## src/hw/rms_map.vh

```
// Register map and constants of the remote management slave register block
//
// Overview of operation
// - Mask bit n enables analog channel n reporting
// - Four read-only protocol error flags, bits 0-3
// - Bit 4 selects intrusion or third fan status
// - Halt bit freezes the slave state machine
// - Abort bit returns state machine to idle
// - Bit 7 enables old style sensor, reset off
// - Remote controller address in bits 7:1
// - Sensor address in bits 7:1, bit0 reserved
// - Decode commands 00,01,02,03,23 with zero data
// - Read pointer readable, resets to zero
// - Write pointer readable, resets to zero
// - Override register forces the write pointer
// - Pointers index a 72-byte data buffer
`ifndef RMS_MAP_VH
`define RMS_MAP_VH
`define RMS_ADDR_W 8
`define RMS_OFF_MASK 8'h0c
`define RMS_OFF_MISC 8'h0d
`define RMS_OFF_RCADR 8'h0e
`define RMS_OFF_SNADR 8'h0f
`define RMS_OFF_RDPTR 8'h10
`define RMS_OFF_WRPTR 8'h11
`define RMS_OFF_PTRSET 8'h12
`define RMS_RST_BYTE 8'h00
`define RMS_BIT_PEC 0
`define RMS_BIT_COLL 1
`define RMS_BIT_UNEXP 2
`define RMS_BIT_NORS 3
`define RMS_BIT_SEL 4
`define RMS_BIT_HALT 5
`define RMS_BIT_ABORT 6
`define RMS_BIT_OLD 7
`define RMS_CMD_RESET 8'h00
`define RMS_CMD_PWRUP 8'h01
`define RMS_CMD_PWRDN 8'h02
`define RMS_CMD_PWRCYC 8'h03
`define RMS_CMD_POLL 8'h23
`define RMS_CMD_DATA 8'h00
`define RMS_BUF_DEPTH 8'd72
`endif

```

## src/hw/rms_cmd_decode.v

```verilog
// Decoder of remote control command codes
`timescale 1ns/1ps
`include "rms_map.vh"
module rms_cmd_decode (
  input wire [7:0] cmd,
  input wire [7:0] data,
  output wire [4:0] hit
);
  wire data_ok;
  assign data_ok = (data == `RMS_CMD_DATA);
  assign hit[0] = data_ok && (cmd == `RMS_CMD_RESET);
  assign hit[1] = data_ok && (cmd == `RMS_CMD_PWRUP);
  assign hit[2] = data_ok && (cmd == `RMS_CMD_PWRDN);
  assign hit[3] = data_ok && (cmd == `RMS_CMD_PWRCYC);
  assign hit[4] = data_ok && (cmd == `RMS_CMD_POLL);
endmodule

```

## src/hw/rms_regs.v

```verilog
// Control and status registers and buffer pointers of the remote management slave
`timescale 1ns/1ps
`include "rms_map.vh"
module rms_regs (
  input wire mclk,
  input wire rst,
  input wire [7:0] addr,
  input wire [7:0] wdata,
  input wire wr,
  input wire rd,
  output reg [7:0] rdata,
  input wire pec_err,
  input wire collision,
  input wire unexp_resp,
  input wire missing_restart,
  input wire third_fan_status,
  input wire intrusion_status,
  input wire [7:0] analog_status,
  input wire cmd_valid,
  input wire [7:0] cmd_code,
  input wire [7:0] cmd_data,
  input wire buf_rd_byte,
  input wire buf_wr_byte,
  output reg [7:0] analog_report,
  output reg selected_status,
  output wire old_style_sensor_enable,
  output wire [6:0] remote_controller_address,
  output wire [6:0] sensor_device_address,
  output reg [4:0] cmd_pulse,
  output wire sm_busy,
  output wire sm_halted
);
  localparam ST_IDLE = 3'b001;
  localparam ST_CMD = 3'b010;
  localparam ST_DATA = 3'b100;

  reg [7:0] mask_reg;
  reg [7:0] ctrl_reg;
  reg [3:0] err_reg;
  reg [6:0] rcadr_reg;
  reg [6:0] snadr_reg;
  reg [7:0] rdptr_reg;
  reg [7:0] wrptr_reg;
  reg [7:0] ptrset_reg;
  reg [2:0] state_reg;
  reg [2:0] state_next;
  reg [7:0] rd_mux;
  wire [4:0] hit;
  wire halt;
  wire abort;
  wire wr_hit;

  function [7:0] ptr_inc;
    input [7:0] p;
    begin
      if (p == `RMS_BUF_DEPTH - 8'd1) begin
        ptr_inc = 8'h00;
      end else begin
        ptr_inc = p + 8'd1;
      end
    end
  endfunction

  assign halt = ctrl_reg[`RMS_BIT_HALT];
  assign abort = ctrl_reg[`RMS_BIT_ABORT];
  assign old_style_sensor_enable = ctrl_reg[`RMS_BIT_OLD];
  assign remote_controller_address = rcadr_reg;
  assign sensor_device_address = snadr_reg;
  assign sm_busy = (state_reg != ST_IDLE);
  assign sm_halted = halt;
  assign wr_hit = wr && (addr == `RMS_OFF_PTRSET);

  rms_cmd_decode u_dec (
    .cmd(cmd_code),
    .data(cmd_data),
    .hit(hit)
  );

  // Commands take one cycle in ST_CMD then one pulse cycle in ST_DATA
  always @* begin
    case (state_reg)
      ST_IDLE: state_next = cmd_valid ? ST_CMD : ST_IDLE;
      ST_CMD: state_next = ST_DATA;
      ST_DATA: state_next = ST_IDLE;
      default: state_next = ST_IDLE;
    endcase
  end

  always @(posedge mclk) begin
    if (rst || abort) begin
      state_reg <= ST_IDLE;
      cmd_pulse <= 5'h00;
    end else if (halt) begin
      cmd_pulse <= 5'h00;
    end else begin
      state_reg <= state_next;
      cmd_pulse <= (state_reg == ST_CMD) ? hit : 5'h00;
    end
  end

  // Software writable registers; the low control nibble holds read-only flags
  always @(posedge mclk) begin
    if (rst) begin
      mask_reg <= `RMS_RST_BYTE;
      ctrl_reg <= `RMS_RST_BYTE;
      rcadr_reg <= 7'h00;
      snadr_reg <= 7'h00;
      ptrset_reg <= `RMS_RST_BYTE;
    end else if (wr) begin
      case (addr)
        `RMS_OFF_MASK: mask_reg <= wdata;
        `RMS_OFF_MISC: ctrl_reg <= {wdata[7:4], 4'h0};
        `RMS_OFF_RCADR: rcadr_reg <= wdata[7:1];
        `RMS_OFF_SNADR: snadr_reg <= wdata[7:1];
        `RMS_OFF_PTRSET: ptrset_reg <= wdata;
        default: ;
      endcase
    end
  end

  // Error flags follow the link engine's live status except while abort is set
  always @(posedge mclk) begin
    if (rst || abort) begin
      err_reg <= 4'h0;
    end else begin
      err_reg <= {missing_restart, unexp_resp, collision, pec_err};
    end
  end

  // Buffer pointers; a software override write wins over an advance
  always @(posedge mclk) begin
    if (rst) begin
      rdptr_reg <= `RMS_RST_BYTE;
      wrptr_reg <= `RMS_RST_BYTE;
    end else begin
      if (buf_rd_byte && !halt) begin
        rdptr_reg <= ptr_inc(rdptr_reg);
      end
      if (wr_hit) begin
        wrptr_reg <= wdata;
      end else if (buf_wr_byte && !halt) begin
        wrptr_reg <= ptr_inc(wrptr_reg);
      end
    end
  end

  always @(posedge mclk) begin
    if (rst) begin
      analog_report <= 8'h00;
      selected_status <= 1'b0;
    end else begin
      analog_report <= analog_status & mask_reg;
      selected_status <= ctrl_reg[`RMS_BIT_SEL] ? intrusion_status : third_fan_status;
    end
  end

  always @* begin
    case (addr)
      `RMS_OFF_MASK: rd_mux = mask_reg;
      `RMS_OFF_MISC: rd_mux = {ctrl_reg[7:4], err_reg};
      `RMS_OFF_RCADR: rd_mux = {rcadr_reg, 1'b0};
      `RMS_OFF_SNADR: rd_mux = {snadr_reg, 1'b0};
      `RMS_OFF_RDPTR: rd_mux = rdptr_reg;
      `RMS_OFF_WRPTR: rd_mux = wrptr_reg;
      `RMS_OFF_PTRSET: rd_mux = ptrset_reg;
      default: rd_mux = 8'h00;
    endcase
  end

  always @(posedge mclk) begin
    if (rst) begin
      rdata <= 8'h00;
    end else if (rd) begin
      rdata <= rd_mux;
    end else begin
      rdata <= 8'h00;
    end
  end
endmodule

```

## config.mk

```make
export PLATFORM = sky130hd
export DESIGN_NAME = rms_regs
export DESIGN_NICKNAME = d
export VERILOG_FILES = /design/src/hw/rms_cmd_decode.v /design/src/hw/rms_regs.v
export VERILOG_INCLUDE_DIRS = /design/src /design/src/hw
export SDC_FILE = /design/constraint.sdc
export NUM_CORES = 1
export LEC_CHECK = 0
export BUFFER_PORTS_ARGS = -buffer_cell sky130_fd_sc_hd__buf_2
export CORE_MARGIN = 5
export CORE_UTILIZATION = 45
export CTS_CLUSTER_SIZE = 16
export DETAILED_ROUTE_END_ITERATION = 6
export PLACE_DENSITY_LB_ADDON = 0.1
export SLEW_MARGIN = 5
export SYNTH_ARGS = -nofsm -noshare
export SYNTH_HDL_FRONTEND = slang
export SYNTH_SLANG_ARGS = --single-unit
```

## constraint.sdc

```tcl
create_clock -name mclk -period 2 [get_ports mclk]
set_input_delay 0.1 -clock mclk [delete_from_list [all_inputs] [get_ports mclk]]
set_output_delay 0.1 -clock mclk [all_outputs]
set_load 0.01 [all_outputs]
```

==> metrics <==
status finished, final reports clean; Inserted Diodes 0; crit path time final ~1.6 ns; combinational share of power under 10%; Clock Tree Buf Depth 2; relative slew slack about three fifths; GP Congestion ~0.8; Pint around 2.4 mW; Layout Skew just over 0.009 ns; Post-Place Cells 540; Post-Syn Instances 360; fmax roughly 640 MHz; Psw approximately 0.75 mW; effective utilization at floorplan between 40% and 50%; final setup fails 0; critical path endpoint category flop; row cnt 32; VDD IR max 483 uV; CP required 2.27 ns; Max-Cap Viols 0; final slew viol count 0; Buffers on Ports between 90 and 100; Core Util, Final a little under three fifths; sequential-to-total area share from yosys stat 45.9%; number of DRC markers in iteration 0 about 140; Clock Latency Late Sink 0.35 ns; crit-path cells nor4b_2, nand4_1, nor3_2, nor3b_1; largest stage delay on the critical path roughly 0.47 ns; Hold Slack between 0.01 and 0.015 ns; CP max stage cell dfxtp_1; fraction of layout cells with a size suffix above 1 between 20% and 30%; Crit path buffers/inverters 0; register-to-register setup slack 0.43 ns; Mapped Nets 415; core footprint around 7600 um^2; RSZ-0062 raised after global routing false; NumNets Final between 500 and 600; CTS HTree Levels 3; fin cells 572; initial antenna violation count 0; actual slew at the worst max-slew pin approximately 0.62 ns; number of global-route vias before repair between 2000 and 3000; final hold violations 0; clock sink count 79; WS Path Type reg2reg; Synth area leader dfxtp_1; Total GRT Usage about a fifth; drt wl/cell ~16 um; Sw Ratio 23.7%; DP Area between 3000 and 4000 um^2; yosys warns 0; post-CTS setup buffer count 0; CTS Buf Count 9; Horiz. Die Dim between 90 and 100 um; WL final approximately 9000 um; pin count of the biggest net entering global routing between 50 and 60; Post-Synthesis Cell Area 3450 um^2; CP top delay family simple AND/OR/NAND/NOR gates; Yosys top cell area share between 40% and 50%; crit path launch type flop; die area about 9500 um^2; Hold WC Path Type in2reg; min setup slack post-route about 0.43 ns; global-route wire length before repair approximately 15000 um; via count roughly 3000; CTS tree yes; Primary FF master, synth dfxtp_1; crit path DAT between 1.5 and 2 ns; hpwl dp between 6000 and 7000 um; Yosys cell types 46; synthesized flop and latch total 79; power per cell area a little over 700 nW/um^2; num ports ~90; Mapped Avg Cell Area approximately 9.6 um^2; Synth-to-Final Area Change 26.5%; ANT nets after route 0; DR pass1 iterations 5; Via density roughly 5.3; most area-consuming cells after synthesis dfxtp_1, mux2i_1, nor2_1; post-route design area around 4400 um^2; DRC viols 0; clock power share between 40% and 50%; EDFF count, synth 0; total power between 3 and 4 mW; Worst-path clk slew ~0.08 ns; pre-CTS setup slack roughly 0.37 ns; leakage slightly below 2 nW; GRT overflow 0; CP Max Fanout 12; FFs w/ async S/R, synth 0%; Reg power frac approximately 51%; root buf cell clkbuf_8; fin crit share slightly below 80%; Die Y 97.5 um; TNS Setup 0 ns
-- Yosys cell counts (2+ instances only) --
cell,count
dfxtp_1,79
nor2_1,60
mux2i_1,37
nand2_1,36
a21oi_1,10
clkbuf_1,10
nor3_1,10
a22oi_1,8
nand3_1,8
o2bb2ai_1,8
mux4_2,7
nand4_1,7
and2_1,6
and3b_1,5
buf_2,5
nor2b_1,5
xor2_1,5
a31oi_1,4
xnor2_1,4
and3_1,3
nand3b_1,3
nand4_2,3
nor4_1,3
o211ai_1,3
a211oi_1,2
a311oi_1,2
buf_4,2
ha_1,2
inv_1,2
nor3b_1,2
o21a_1,2
o31a_1,2
or3_1,2
-- worst register-to-register path, cell delays in order, from the launching register on --
cell	delay, ns
dfxtp_1	0.47
nor4b_2	0.38
nand4_1	0.18
nor3_2	0.26
nor3b_1	0.20
-- layout make-up --
cell class | instances | area [um^2]
well taps | 102 | 128
flip-flops and latches | 79 | 1580
clock inverters | 7 | 96.3
clock buffers | 9 | 124
repair buffers | 112 | 653
inverters | 2 | 7.51
fillers | 733 | 3250
multi-input cells | 261 | 1770
-- cells in the final DEF (no fill, tap or decap), types with 2 or more instances in the layout --
master / n
inv_1: 2
a22oi_1: 8
nand3b_1: 3
a21oi_1: 10
and2_1: 6
xnor2_1: 4
nand4_1: 7
or3_1: 2
and3b_1: 5
o21a_1: 2
nand2_1: 36
dfxtp_1: 79
clkbuf_8: 9
a211oi_1: 2
a311oi_1: 2
o2bb2ai_1: 8
dlygate4sd3_1: 16
o31a_1: 2
and3_1: 3
o211ai_1: 3
nor2_1: 60
buf_4: 5
buf_2: 91
xor2_1: 5
mux2i_1: 37
nor3_1: 10
nor2b_1: 5
nor3b_1: 2
bufinv_16: 2
ha_1: 2
nand3_1: 8
nand4_2: 3
nor4_1: 3
a31oi_1: 4
mux4_2: 7
clkinvlp_4: 3
-- final timing paths --
check                     endpoint   startpoint  depth (start not counted)
setup / recovery      cmd_pulse[0]  ctrl_reg[5]                          4
hold / removal         mask_reg[0]     wdata[0]                          3
setup reg to reg      cmd_pulse[0]  ctrl_reg[5]                          4
hold reg to reg   analog_report[4]  mask_reg[4]                          2
-- power by group through the flow --
stage	registers, mW	logic [mW]	clock network (mW)
after global routing	1.61	0.255	1.42
after floorplan	1.64	0.110	0
after global placement	1.64	0.206	0
after CTS	1.61	0.233	1.33
final	1.61	0.233	1.32
after detailed placement	1.64	0.209	0
-- routing by layer --
metal,routed length (um),vias to the layer above,global-route usage [%]
met3,449,11,4.16
met2,4150,84,28.9
li1,-,1493,-
met4,103,0,7.14
met5,0,-,0
met1,4250,1415,25.9
-- cell families after synthesis --
kind of cell	count (synthesis)	synth area share, %
simple gates	160	23.4
flops	79	45.9
compound gates	46	9.55
mux	44	15.3
buf+inv	20	2.80
xor+xnor	9	2.29
fa+ha+maj	2	0.726
-- timing repair --
action / 4_1_cts / 5_1_grt
hold endpoints to repair: 14 / 0
resized for setup: 0 / 0
hold buffers: 16 / 0
No activity file was read; power rests on OpenSTA's default activity.
